File: src/hw/dpll_pkg.sv
/*
 * Shared constants for the dual-loop synthesizer serial front end and dividers:
 * word layout, routing codes, reset values and timing counts.
 * Assumes a single 40 MHz system clock samples every pin of the device.
 */
package dpll_pkg;

    // ------------------------------------------------------------
    // serial word
    // ------------------------------------------------------------
    localparam int SR_W = 22;
    localparam logic [1:0] ROUTE_IF_REF = 2'h0;
    localparam logic [1:0] ROUTE_RF_REF = 2'h1;
    localparam logic [1:0] ROUTE_IF_MAIN = 2'h2;
    localparam logic [1:0] ROUTE_RF_MAIN = 2'h3;
    localparam logic [SR_W-1:0] LATCH_RESET = 22'h00_0000;

    // ------------------------------------------------------------
    // reference latch fields
    // ------------------------------------------------------------
    localparam int RATIO_LSB = 2;
    localparam int RATIO_W = 15;
    localparam int POLARITY_BIT = 17;
    localparam int CURRENT_LEVEL_BIT = 18;
    localparam int PUMP_HIGHZ_BIT = 19;
    localparam int LOCK_SELECT_BIT = 20;
    localparam int FUNCTION_SELECT_BIT = 21;

    // ------------------------------------------------------------
    // main divider latch fields
    // ------------------------------------------------------------
    localparam int SWALLOW_LSB = 2;
    localparam int SWALLOW_W = 7;
    localparam int IF_SWALLOW_W = 4;
    localparam int PROG_LSB = 9;
    localparam int PROG_W = 11;
    localparam int PRESCALER_SELECT_BIT = 20;
    localparam int POWERDOWN_BIT = 21;

    // ------------------------------------------------------------
    // timing
    // ------------------------------------------------------------
    localparam int CLK_MHZ = 40;
    localparam int LOCK_WIN_NS = 100;
    localparam int ERR_W = 8;
    localparam logic [ERR_W-1:0] LOCK_WIN_CYC = ERR_W'(LOCK_WIN_NS * CLK_MHZ / 1000);

endpackage

File: src/hw/dpll_top.sv
/*
 * Dual-loop synthesizer digital core: three-wire serial load, four routing latches,
 * two divider loops and the multiplexed status pin.
 * Assumes every pin input is asynchronous to CLK and sampled through pin_sync3.
 */
`timescale 1ns/10ps
`default_nettype none

module dpll_top
    import dpll_pkg::*;
(
    input wire logic CLK,
    input wire logic RESETN,
    input wire logic SER_DATA,
    input wire logic SER_CLK,
    input wire logic LOAD_STROBE,
    input wire logic OSC_IN,
    input wire logic IF_PRESC_IN,
    input wire logic RF_PRESC_IN,
    output logic IF_PUMP_UP,
    output logic IF_PUMP_DN,
    output logic IF_PUMP_OE,
    output logic IF_CURRENT_HIGH,
    output logic IF_MOD_CTRL,
    output logic IF_PRESCALER_HIGH,
    output logic IF_PWDN,
    output logic RF_PUMP_UP,
    output logic RF_PUMP_DN,
    output logic RF_PUMP_OE,
    output logic RF_CURRENT_HIGH,
    output logic RF_MOD_CTRL,
    output logic RF_PRESCALER_HIGH,
    output logic RF_PWDN,
    output logic STATUS_MUX_PIN_O,
    output logic STATUS_MUX_PIN_OE
);

    // ------------------------------------------------------------
    // helpers
    // ------------------------------------------------------------
    function automatic logic [RATIO_W-1:0] ref_ratio(input logic [SR_W-1:0] w);
        ref_ratio = w[RATIO_LSB +: RATIO_W];
    endfunction

    function automatic logic [PROG_W-1:0] prog_count(input logic [SR_W-1:0] w);
        prog_count = w[PROG_LSB +: PROG_W];
    endfunction

    // ------------------------------------------------------------
    // pin sampling
    // ------------------------------------------------------------
    logic sdat_lvl, sclk_rise, le_rise, osc_rise, ifp_rise, rfp_rise;

    pin_sync3 u_sdat (.clk(CLK), .rst_n(RESETN), .pin(SER_DATA), .level(sdat_lvl), .rise());
    pin_sync3 u_sclk (.clk(CLK), .rst_n(RESETN), .pin(SER_CLK), .level(), .rise(sclk_rise));
    pin_sync3 u_le (.clk(CLK), .rst_n(RESETN), .pin(LOAD_STROBE), .level(), .rise(le_rise));
    pin_sync3 u_osc (.clk(CLK), .rst_n(RESETN), .pin(OSC_IN), .level(), .rise(osc_rise));
    pin_sync3 u_ifp (.clk(CLK), .rst_n(RESETN), .pin(IF_PRESC_IN), .level(), .rise(ifp_rise));
    pin_sync3 u_rfp (.clk(CLK), .rst_n(RESETN), .pin(RF_PRESC_IN), .level(), .rise(rfp_rise));

    // ------------------------------------------------------------
    // shift register and latches
    // ------------------------------------------------------------
    logic [SR_W-1:0] sr_r, sr_nxt;
    logic [SR_W-1:0] if_ref_r, if_ref_nxt, rf_ref_r, rf_ref_nxt;
    logic [SR_W-1:0] if_main_r, if_main_nxt, rf_main_r, rf_main_nxt;

    always_comb
    begin
        sr_nxt = sr_r;
        if (sclk_rise)
            sr_nxt = {sr_r[SR_W-2:0], sdat_lvl};
        if_ref_nxt = if_ref_r;
        rf_ref_nxt = rf_ref_r;
        if_main_nxt = if_main_r;
        rf_main_nxt = rf_main_r;
        // loads ignore powerdown state on purpose
        if (le_rise)
        begin
            // last two bits shifted in route the word
            if (sr_r[1:0] == ROUTE_IF_REF)
                if_ref_nxt = sr_r;
            else if (sr_r[1:0] == ROUTE_RF_REF)
                rf_ref_nxt = sr_r;
            else if (sr_r[1:0] == ROUTE_IF_MAIN)
                if_main_nxt = sr_r;
            else
                rf_main_nxt = sr_r;
        end
    end

    always_ff @(posedge CLK or negedge RESETN)
    begin
        if (!RESETN)
        begin
            sr_r <= LATCH_RESET;
            if_ref_r <= LATCH_RESET;
            rf_ref_r <= LATCH_RESET;
            if_main_r <= LATCH_RESET;
            rf_main_r <= LATCH_RESET;
        end
        else
        begin
            sr_r <= sr_nxt;
            if_ref_r <= if_ref_nxt;
            rf_ref_r <= rf_ref_nxt;
            if_main_r <= if_main_nxt;
            rf_main_r <= rf_main_nxt;
        end
    end

    // ------------------------------------------------------------
    // mode decode
    // ------------------------------------------------------------
    logic if_ld, rf_ld, if_fo, rf_fo, if_crst, rf_crst;

    assign if_ld = if_ref_r[LOCK_SELECT_BIT];
    assign rf_ld = rf_ref_r[LOCK_SELECT_BIT];
    assign if_fo = if_ref_r[FUNCTION_SELECT_BIT];
    assign rf_fo = rf_ref_r[FUNCTION_SELECT_BIT];
    assign if_crst = if_fo & rf_fo & if_ld;
    assign rf_crst = if_fo & rf_fo & rf_ld;

    // the pump current and prescaler bits go straight out; the analog pump
    // scales to a quarter when the level bit is low
    assign IF_CURRENT_HIGH = if_ref_r[CURRENT_LEVEL_BIT];
    assign RF_CURRENT_HIGH = rf_ref_r[CURRENT_LEVEL_BIT];
    assign IF_PRESCALER_HIGH = if_main_r[PRESCALER_SELECT_BIT];
    assign RF_PRESCALER_HIGH = rf_main_r[PRESCALER_SELECT_BIT];

    // ------------------------------------------------------------
    // loops
    // ------------------------------------------------------------
    logic if_r_out, if_n_out, if_lock, rf_r_out, rf_n_out, rf_lock;

    pll_loop #(.A_BITS(IF_SWALLOW_W)) u_if_loop (
        .clk(CLK),
        .rst_n(RESETN),
        .ref_edge(osc_rise),
        .vco_edge(ifp_rise),
        .r_ratio(ref_ratio(if_ref_r)),
        .a_val(if_main_r[SWALLOW_LSB +: SWALLOW_W]),
        .b_val(prog_count(if_main_r)),
        .polarity(if_ref_r[POLARITY_BIT]),
        .highz(if_ref_r[PUMP_HIGHZ_BIT]),
        .pd_req(if_main_r[POWERDOWN_BIT]),
        .cnt_reset(if_crst),
        .pump_up(IF_PUMP_UP),
        .pump_dn(IF_PUMP_DN),
        .pump_oe(IF_PUMP_OE),
        .mod_ctrl(IF_MOD_CTRL),
        .r_out(if_r_out),
        .n_out(if_n_out),
        .locked(if_lock),
        .pwdn(IF_PWDN)
    );

    pll_loop #(.A_BITS(SWALLOW_W)) u_rf_loop (
        .clk(CLK),
        .rst_n(RESETN),
        .ref_edge(osc_rise),
        .vco_edge(rfp_rise),
        .r_ratio(ref_ratio(rf_ref_r)),
        .a_val(rf_main_r[SWALLOW_LSB +: SWALLOW_W]),
        .b_val(prog_count(rf_main_r)),
        .polarity(rf_ref_r[POLARITY_BIT]),
        .highz(rf_ref_r[PUMP_HIGHZ_BIT]),
        .pd_req(rf_main_r[POWERDOWN_BIT]),
        .cnt_reset(rf_crst),
        .pump_up(RF_PUMP_UP),
        .pump_dn(RF_PUMP_DN),
        .pump_oe(RF_PUMP_OE),
        .mod_ctrl(RF_MOD_CTRL),
        .r_out(rf_r_out),
        .n_out(rf_n_out),
        .locked(rf_lock),
        .pwdn(RF_PWDN)
    );

    // ------------------------------------------------------------
    // status pin
    // ------------------------------------------------------------
    logic st_o_r, st_o_nxt, st_oe_r, st_oe_nxt, if_ind, rf_ind;

    // pump activity punches short lows into the lock level
    assign if_ind = if_lock & ~(IF_PUMP_UP | IF_PUMP_DN);
    assign rf_ind = rf_lock & ~(RF_PUMP_UP | RF_PUMP_DN);

    always_comb
    begin
        st_o_nxt = 1'b0; // disabled means driven low, never released
        st_oe_nxt = 1'b1;
        case ({rf_fo, if_fo})
            2'b00:
            begin
                case ({rf_ld, if_ld})
                    2'b01: st_o_nxt = if_ind;
                    2'b10: st_o_nxt = rf_ind;
                    2'b11: st_o_nxt = if_ind & rf_ind;
                    default: st_o_nxt = 1'b0;
                endcase
            end
            2'b01: st_o_nxt = if_ld ? if_n_out : if_r_out;
            2'b10: st_o_nxt = if_ld ? rf_n_out : rf_r_out;
            default:
            begin
                // fast acquisition: pin sinks only while RF current is high
                if (!rf_ld && !if_ld)
                    st_oe_nxt = RF_CURRENT_HIGH;
            end
        endcase
    end

    always_ff @(posedge CLK or negedge RESETN)
    begin
        if (!RESETN)
        begin
            st_o_r <= 1'b0;
            st_oe_r <= 1'b1;
        end
        else
        begin
            st_o_r <= st_o_nxt;
            st_oe_r <= st_oe_nxt;
        end
    end

    assign STATUS_MUX_PIN_O = st_o_r;
    assign STATUS_MUX_PIN_OE = st_oe_r;
endmodule

`default_nettype wire

File: src/hw/pin_sync3.sv
/*
 * Three-stage synchroniser for one pin, with a debounced level and a rising-edge pulse.
 * Assumes the pin is asynchronous to clk; a change counts once stages two and three agree.
 */
`timescale 1ns/10ps
`default_nettype none

module pin_sync3
(
    input wire logic clk,
    input wire logic rst_n,
    input wire logic pin,
    output logic level,
    output logic rise
);

    logic s1_r, s2_r, s3_r, level_r, rise_r;
    logic level_nxt, rise_nxt;

    always_comb
    begin
        level_nxt = level_r;
        rise_nxt = 1'b0;
        if (s2_r == s3_r)
        begin
            level_nxt = s3_r;
            rise_nxt = s3_r & ~level_r;
        end
    end

    always_ff @(posedge clk or negedge rst_n)
    begin
        if (!rst_n)
        begin
            s1_r <= 1'b0;
            s2_r <= 1'b0;
            s3_r <= 1'b0;
            level_r <= 1'b0;
            rise_r <= 1'b0;
        end
        else
        begin
            s1_r <= pin;
            s2_r <= s1_r;
            s3_r <= s2_r;
            level_r <= level_nxt;
            rise_r <= rise_nxt;
        end
    end

    assign level = level_r;
    assign rise = rise_r;

endmodule

`default_nettype wire

File: src/hw/pll_loop.sv
/*
 * One synthesizer loop: reference divider, pulse-swallow main divider, phase/frequency
 * detector, lock detector and powerdown sequencing.
 * Assumes reference and prescaler edges arrive as one-cycle pulses on clk.
 */
`timescale 1ns/10ps
`default_nettype none

module pll_loop
    import dpll_pkg::*;
#(
    parameter int A_BITS = 7
)
(
    input wire logic clk,
    input wire logic rst_n,
    input wire logic ref_edge,
    input wire logic vco_edge,
    input wire logic [RATIO_W-1:0] r_ratio,
    input wire logic [SWALLOW_W-1:0] a_val,
    input wire logic [PROG_W-1:0] b_val,
    input wire logic polarity,
    input wire logic highz,
    input wire logic pd_req,
    input wire logic cnt_reset,
    output logic pump_up,
    output logic pump_dn,
    output logic pump_oe,
    output logic mod_ctrl,
    output logic r_out,
    output logic n_out,
    output logic locked,
    output logic pwdn
);

    if (A_BITS < 1 || A_BITS > SWALLOW_W)
        $error("pll_loop: A_BITS out of range");

    logic [RATIO_W-1:0] r_cnt_r, r_cnt_nxt;
    logic [PROG_W-1:0] b_cnt_r, b_cnt_nxt;
    logic [SWALLOW_W-1:0] a_cnt_r, a_cnt_nxt, a_eff;
    logic [ERR_W-1:0] err_r, err_nxt;
    logic up_r, up_nxt, dn_r, dn_nxt, lock_r, lock_nxt, pd_r, pd_nxt;
    logic pu_r, pu_nxt, pd_out_r, pd_out_nxt, oe_r, oe_nxt, mod_r, mod_nxt;
    logic r_out_r, n_out_r, r_pulse, n_pulse, hold;

    // unused upper swallow bits are ignored for the narrow loop
    assign a_eff = a_val & SWALLOW_W'((1 << A_BITS) - 1);
    assign hold = cnt_reset | pd_r;

    always_comb
    begin
        r_cnt_nxt = r_cnt_r;
        b_cnt_nxt = b_cnt_r;
        a_cnt_nxt = a_cnt_r;
        r_pulse = 1'b0;
        n_pulse = 1'b0;
        up_nxt = up_r;
        dn_nxt = dn_r;
        err_nxt = err_r;
        lock_nxt = lock_r;
        if (hold)
        begin
            // counters parked at their load state, so release restarts both in step
            r_cnt_nxt = r_ratio;
            b_cnt_nxt = b_val;
            a_cnt_nxt = a_eff;
            up_nxt = 1'b0;
            dn_nxt = 1'b0;
            err_nxt = '0;
            lock_nxt = 1'b0;
        end
        else
        begin
            if (ref_edge)
            begin
                if (r_cnt_r <= 15'h0001)
                begin
                    r_cnt_nxt = r_ratio;
                    r_pulse = 1'b1;
                end
                else
                    r_cnt_nxt = r_cnt_r - 15'h0001;
            end
            if (vco_edge)
            begin
                // first A prescaler cycles run at P+1, the rest at P: total P*B+A
                if (b_cnt_r <= 11'h001)
                begin
                    b_cnt_nxt = b_val;
                    a_cnt_nxt = a_eff;
                    n_pulse = 1'b1;
                end
                else
                begin
                    b_cnt_nxt = b_cnt_r - 11'h001;
                    if (a_cnt_r != '0)
                        a_cnt_nxt = a_cnt_r - 7'h01;
                end
            end
            up_nxt = up_r | r_pulse;
            dn_nxt = dn_r | n_pulse;
            if (up_nxt && dn_nxt)
            begin
                // phase error under the window means lock
                lock_nxt = (err_r < LOCK_WIN_CYC);
                up_nxt = 1'b0;
                dn_nxt = 1'b0;
                err_nxt = '0;
            end
            else if ((up_nxt || dn_nxt) && err_r != '1)
                err_nxt = err_r + 8'h01;
            else if (err_r == '1)
                lock_nxt = 1'b0;
        end
        // synchronous mode waits for an idle pump, asynchronous drops at once
        pd_nxt = pd_req & (pd_r | highz | ~(up_r | dn_r));
        mod_nxt = (a_cnt_nxt != '0);
        pu_nxt = polarity ? up_nxt : dn_nxt;
        pd_out_nxt = polarity ? dn_nxt : up_nxt;
        oe_nxt = ~highz & ~cnt_reset & ~pd_nxt;
    end

    always_ff @(posedge clk or negedge rst_n)
    begin
        if (!rst_n)
        begin
            r_cnt_r <= '0;
            b_cnt_r <= '0;
            a_cnt_r <= '0;
            err_r <= '0;
            up_r <= 1'b0;
            dn_r <= 1'b0;
            lock_r <= 1'b0;
            pd_r <= 1'b0;
            pu_r <= 1'b0;
            pd_out_r <= 1'b0;
            oe_r <= 1'b0;
            mod_r <= 1'b0;
            r_out_r <= 1'b0;
            n_out_r <= 1'b0;
        end
        else
        begin
            r_cnt_r <= r_cnt_nxt;
            b_cnt_r <= b_cnt_nxt;
            a_cnt_r <= a_cnt_nxt;
            err_r <= err_nxt;
            up_r <= up_nxt;
            dn_r <= dn_nxt;
            lock_r <= lock_nxt;
            pd_r <= pd_nxt;
            pu_r <= pu_nxt;
            pd_out_r <= pd_out_nxt;
            oe_r <= oe_nxt;
            mod_r <= mod_nxt;
            r_out_r <= r_pulse;
            n_out_r <= n_pulse;
        end
    end

    assign pump_up = pu_r;
    assign pump_dn = pd_out_r;
    assign pump_oe = oe_r;
    assign mod_ctrl = mod_r;
    assign r_out = r_out_r;
    assign n_out = n_out_r;
    assign locked = lock_r;
    assign pwdn = pd_r;
endmodule

`default_nettype wire

File: config.mk
export PLATFORM = sky130hd
export DESIGN_NAME = dpll_top
export DESIGN_NICKNAME = d
export VERILOG_FILES = /design/src/hw/dpll_pkg.sv /design/src/hw/dpll_top.sv /design/src/hw/pin_sync3.sv /design/src/hw/pll_loop.sv
export SDC_FILE = /design/constraint.sdc
export NUM_CORES = 1
export LEC_CHECK = 0
export BUFFER_PORTS_ARGS = -buffer_cell sky130_fd_sc_hd__buf_2
export CORE_UTILIZATION = 67
export CTS_CLUSTER_SIZE = 24
export DETAILED_ROUTE_END_ITERATION = 12
export PLACE_DENSITY_LB_ADDON = 0.08
export SYNTH_ARGS = -nofsm -noshare
export SYNTH_HDL_FRONTEND = slang
export SYNTH_SLANG_ARGS = --single-unit
File: constraint.sdc
create_clock -name CLK -period 5.25 [get_ports CLK]
set_input_delay 0 -clock CLK [delete_from_list [all_inputs] [get_ports CLK]]
set_output_delay 0 -clock CLK [all_outputs]
set_load 0.05 [all_outputs]
# == After elaboration in Yosys (flattened, before gate mapping) ==
# Cells that the tools add are included.
# totals
regBits,243
input_bits,8
output_inout_bits,16
# op_classes
add_sub_neg,8
order_cmp,6
n_eq_ne,19
n_mux,73
n_bitwise,49
reduce_logical,30
# ops
operator,count
$mux 15,6
$mux 11,6
$mux 7,8
$mux 8,6
$mux 1,45
$le 15x1->1 const B,2
$sub 15x1->15 const B,2
$reduce_bool 7->1,4
$le 11x1->1 const B,2
$sub 11x1->11 const B,2
$not 1->1,18
$and 1x1->1,17
$add 8x1->8 const B,2
$eq 8x8->1 const B,2
$lt 8x3->1 const B,2
$ne 8x8->1 const B,2
$or 1x1->1,14
$sub 7x1->7 const B,2
$reduce_bool 3->1,4
$eq 2x2->1 const B,4
$reduce_and 4->1,2
$reduce_bool 2->1,4
$eq 1x1->1,6
$eq 2x1->1 const B,3
9 further kinds,20

# == Depth between registers and ports, before layout ==
# logic_depth
depth_word,10
mapped_depth,11
mapped_depth_nobuf,8

# == Modules after synthesis ==
# From an unflattened synthesis, not the netlist that was laid out.
# hier_totals
cells_unflattened,1009
area_unflattened_um2,11184.5
# modules_own_cells
mod,n_inst,cells_per_inst,area_each_um2
dpll_top,1,244,4085.2
pll_loop (u_if_loop),1,359,3146.8
pll_loop (u_rf_loop),1,364,3074.2
pin_sync3,6,7,146.4

# == Worst setup path before layout ==
# OpenSTA, ideal clock, no wires.
# synth_path
path_kind,reg-to-reg
startpoint,reg u_if_loop.pd_r (netlist: u_if_loop.pwdn)
endpoint,reg u_if_loop.mod_r (netlist: u_if_loop.mod_ctrl)
setup_ns,0.138
arrival_time_ns,1.928
required_ns,5.112
slack_ns,3.184
path_stages_with_launch,7
n_path_buf,1
period_less_slack_ns,2.066
cell_sequence,dfrtp_1 -> a31o_2 -> clkbuf_1 -> a21oi_1 -> mux2_2 -> nor4_1 -> nand4b_1
# synth_between
elab_chain_len,3
# synth_rtl
element,line_no,rtl
from (decl),pll_loop.sv:43,"logic up_r, up_nxt, dn_r, dn_nxt, lock_r, lock_nxt, pd_r, pd_nxt;"
from (signal assigned),pll_loop.sv:152,pd_r <= pd_nxt;
$or 1x1->1,pll_loop.sv:49,assign hold = cnt_reset | pd_r;
$mux 7,pll_loop.sv:62,if (hold)
named net u_if_loop.a_cnt_nxt[0],pll_loop.sv:41,"logic [SWALLOW_W-1:0] a_cnt_r, a_cnt_nxt, a_eff;"
$reduce_bool 7->1,pll_loop.sv:118,mod_nxt = (a_cnt_nxt != '0);
named net u_if_loop.mod_nxt,pll_loop.sv:44,"logic pu_r, pu_nxt, pd_out_r, pd_out_nxt, oe_r, oe_nxt, mod_r, mod_nxt;"
to (signal assigned),pll_loop.sv:156,mod_r <= mod_nxt;
to (decl),pll_loop.sv:44,
# The timed path passes the listed nets, and every way through them passes these cells.
# A chain may end at the register's enable or synchronous reset.

# == Worst setup path in the final report ==
# layout_path
startpoint,reg u_rf_loop.b_cnt_r[7]
endpoint,reg u_rf_loop.b_cnt_r[1]
# layout_between
elab_chain_len,4
# layout_rtl
element,line_no,rtl
from (decl),pll_loop.sv:40,"logic [PROG_W-1:0] b_cnt_r, b_cnt_nxt;"
from (signal assigned),pll_loop.sv:146,b_cnt_r <= b_cnt_nxt;
$le 11x1->1,pll_loop.sv:88,if (b_cnt_r <= 11'h001)
$mux 11,pll_loop.sv:88,
$mux 11,pll_loop.sv:85,if (vco_edge)
$mux 11,pll_loop.sv:62,
# No other way between the ends. The select of a mux whose other input is x is not followed.

==> results.cfg <==
[worst_setup_path]
rr_worst_depth = 6
cpMaxStageDelayCell = nand2b_1
critPathMaxStageDelay_ps = 780
critPathKind = reg2reg
reg2reg_slack_ps = 2590
path_depth = 6
rr_startpoint = u_rf_loop.b_cnt_r[7]
critPathMaxFanout = 28
cp_cell_sequence = nor4_2, and4_1, nand2b_1, nor2_1, a211oi_1, a21oi_1
cpLargestDelayFamily = simple AND/OR/NAND/NOR gates
crit_arrival_ps = 3050
setup.worst_path.start = u_rf_loop.b_cnt_r[7]
worstPathRequired_ps = 5640
startpoint_type = flop
critPathBufInv = 0
crit_path_end = u_rf_loop.b_cnt_r[1]
crit_path_end_kind = flop
worst_r2r_endpoint = u_rf_loop.b_cnt_r[1]

[grt]
grt_first_pass_wirelength_um = 38910
top_usage_layer = met2
grt_overflow = 0
antenna_found_initial = 0
grt_usage_pct = 30.12
grt_util_met2_pct = 48.31
grt_max_degree = 118
grt_pass1_vias = 7567
grtUsageMet1_pct = 43.41
grt_use_met3_pct = 4.132

[die]
rows = 45
num_io_pins = 24
fp.dieH_um = 127.9
die_area_mm2 = 0.01636
initial_core_util_pct = 69.37
core_area_mm2 = 0.01531
die_w_um = 127.9

[power]
p_clk_share_pct = 30.3
power_frac_seq_pct = 45.4
p_comb_share_pct = 24.3
powerDensity_mw_per_mm2 = 496.8
p_int_mw = 3.871
p_sw_share_pct = 34.12
ir_worst_vdd_uv = 371.0
p_leak_nw = 5.363
p_sw_mw = 2.005

[synthesis]
syn_inst = 967
syn_area_mm2 = 0.01062
synth.distinct_cells = 67
synthesis.nets = 992
ys_ff_latch = 232
synth_ff_type = dfrtp_1
async_flop_share_pct = 100.0
synth_edf_count = 0
syn_avg_cell_area_um2 = 10.99
ys.warnings.count = 0
seq_area_frac_synth_pct = 54.66

[clock_tree]
root_buffer = clkbuf_16
path_clk_slew_ps = 60
cts_max_level = 1
cts-buffers-inserted = 24
cts-resized-gates = 0
tritoncts = done
clockBufferDepth = 3
insertion_delay_ps = 510
cts_sinks = 232

[sta]
fin_crit_ps = 2663
finalSetupViolCount = 0
final-max-slew-violation-count = 0
fin_crit_sh_pct = 50.73
rsz0062_at_grt = no
whs_ps = 128.2
maxSlewHeadroom_pct = 20.38
hold_violations = 0
skew_ps = 7.436
max_freq_mhz = 375.5
setup-tns-final_ps = 0
layout_setup_ws_ps = 2587
tightest_slew_ps = 1192

[final_layout]
final_layout_size_suffix_gt1_share_pct = 18.82
area_growth_pct = 11.32
final_cell_mix = dfrtp_1, mux2_2, o21ai_0
fill_cells = 1009
stdcell_count = 1215
antenna_cells = 0
multi_input_area_mm2 = 0.004569
mostFrequentLayoutCell = dfrtp_1
seqCellArea_mm2 = 0.005807
layout.nets = 1011

[run_status]
status = completed

[hold_path]
hold_path_class = in2reg

[route]
dr.first_iter.drc_count = 863
first_pass_iters = 5
remaining_drc_errors = 0
vias = 7721
wl_per_cell_um = 19.15
routed_wl_um = 23260
detail-route-antenna-nets = 0
via_per_inst = 6.355

[placement]
dp.cells = 1164
post-place-ws_ps = 2675
place_congestion = 0.8661
hpwl_um = 15200
port_buffers = 23

[run]
maxCapViolCount = 0
[worst min-delay path by stage]
stage | start | to | slack [ps] | cells after the start
after floorplan | RESETN | STATUS_MUX_PIN_O | -300 | 0
after global placement | RESETN | u_if_loop.r_cnt_r[0] | 110 | 1
after detailed placement | SER_DATA | u_sdat.s1_r | 110 | 1
after CTS | RF_PRESC_IN | u_rfp.s1_r | 110 | 2
after global routing | LOAD_STROBE | u_le.s1_r | 120 | 2
final | OSC_IN | u_osc.s1_r | 130 | 2
[routing by layer]
layer	vias up	part of all wire (%)
met3	45	4.2
li1	3571	-
met1	3875	46
met2	230	47
met4	0	2.5
met5	-	0
[power by group through the flow]
stage	clock [mW]	combinational, mW	sequential [mW]
after floorplan	0	1.05	2.58
after detailed placement	0	1.40	2.68
after global routing	1.86	1.61	2.73
after CTS	1.81	1.42	2.65
final	1.78	1.43	2.67
after global placement	0	1.33	2.65
[timing repair]
| action | CTS | global route |
|---|---|---|
| hold buffers | 7 | 0 |
| setup buffers | 0 | 0 |
| hold endpoints to repair | 122 | 0 |
| setup endpoints to repair | 0 | 0 |
[worst reg2reg max path, stage by stage (launching register included)]
cell	delay (ps)
dfrtp_1	430
nor4_2	400
and4_1	490
nand2b_1	780
nor2_1	100
a211oi_1	270
a21oi_1	70
[final cells by class]
| cell class | instances | area share, % |
|---|---|---|
| repair buffers | 35 | 2.074 |
| well taps | 211 | 2.232 |
| multi-input cells | 666 | 38.64 |
| clock inverters | 10 | 1.100 |
| flip-flops and latches | 232 | 49.10 |
| inverters | 27 | 0.8570 |
| clock buffers | 34 | 5.999 |
[flip-flops by register name (all words and copies together), names as in the netlist, 7 cells and up]
name               flops
u_rf_loop.r_cnt_r     15
u_if_loop.b_cnt_r     11
u_if_loop.err_r        8
if_main_r             17
u_if_loop.r_cnt_r     15
rf_main_r             20
u_rf_loop.err_r        8
sr_r                  22
u_rf_loop.a_cnt_r      7
if_ref_r              20
u_rf_loop.b_cnt_r     11
rf_ref_r              20
u_if_loop.a_cnt_r      7
[cells in the mapped netlist, drive strengths merged, types with 8 or more instances]
library cell / instances / area share [%]
a21oi: 65 / 3.1
nor3: 35 / 1.6
nor2: 72 / 2.5
mux2: 99 / 10
and3: 11 / 0.66
inv: 27 / 0.95
a31oi: 9 / 0.65
nand3: 16 / 0.80
a311oi: 10 / 0.82
nor4: 18 / 1.5
clkbuf: 34 / 1.2
o21ai: 92 / 4.4
nand2: 72 / 2.5
nor3b: 9 / 0.64
dfrtp: 231 / 54
ha: 17 / 2.0
xnor2: 9 / 0.74
mux2i: 12 / 1.1
buf: 8 / 0.40
[cell families (layout without fill, tap and decap cells)]
kind of cell	count (synthesis)	count (layout)	synth area share, %
and+or+nand+nor	284	284	13.87
AOI/OAI and AO/OA	238	238	13.90
DFF	232	232	54.66
muxes	111	111	11.62
buffers and inverters	69	106	2.556
adders and majority gates	23	23	2.567
xor gates and xnor gates	10	10	0.8245
[through the flow]
stage,power (mW),utilization [%],area (um^2)
2_1_floorplan,3.633,-,10620
3_3_place_gp,3.981,71.28,10920
3_5_place_dp,4.087,71.28,10920
4_1_cts,5.883,77.22,11830
5_1_grt,6.190,77.22,11830
6_report,5.875,77.22,11830
Note: power is estimated with default switching activity, not from simulation.
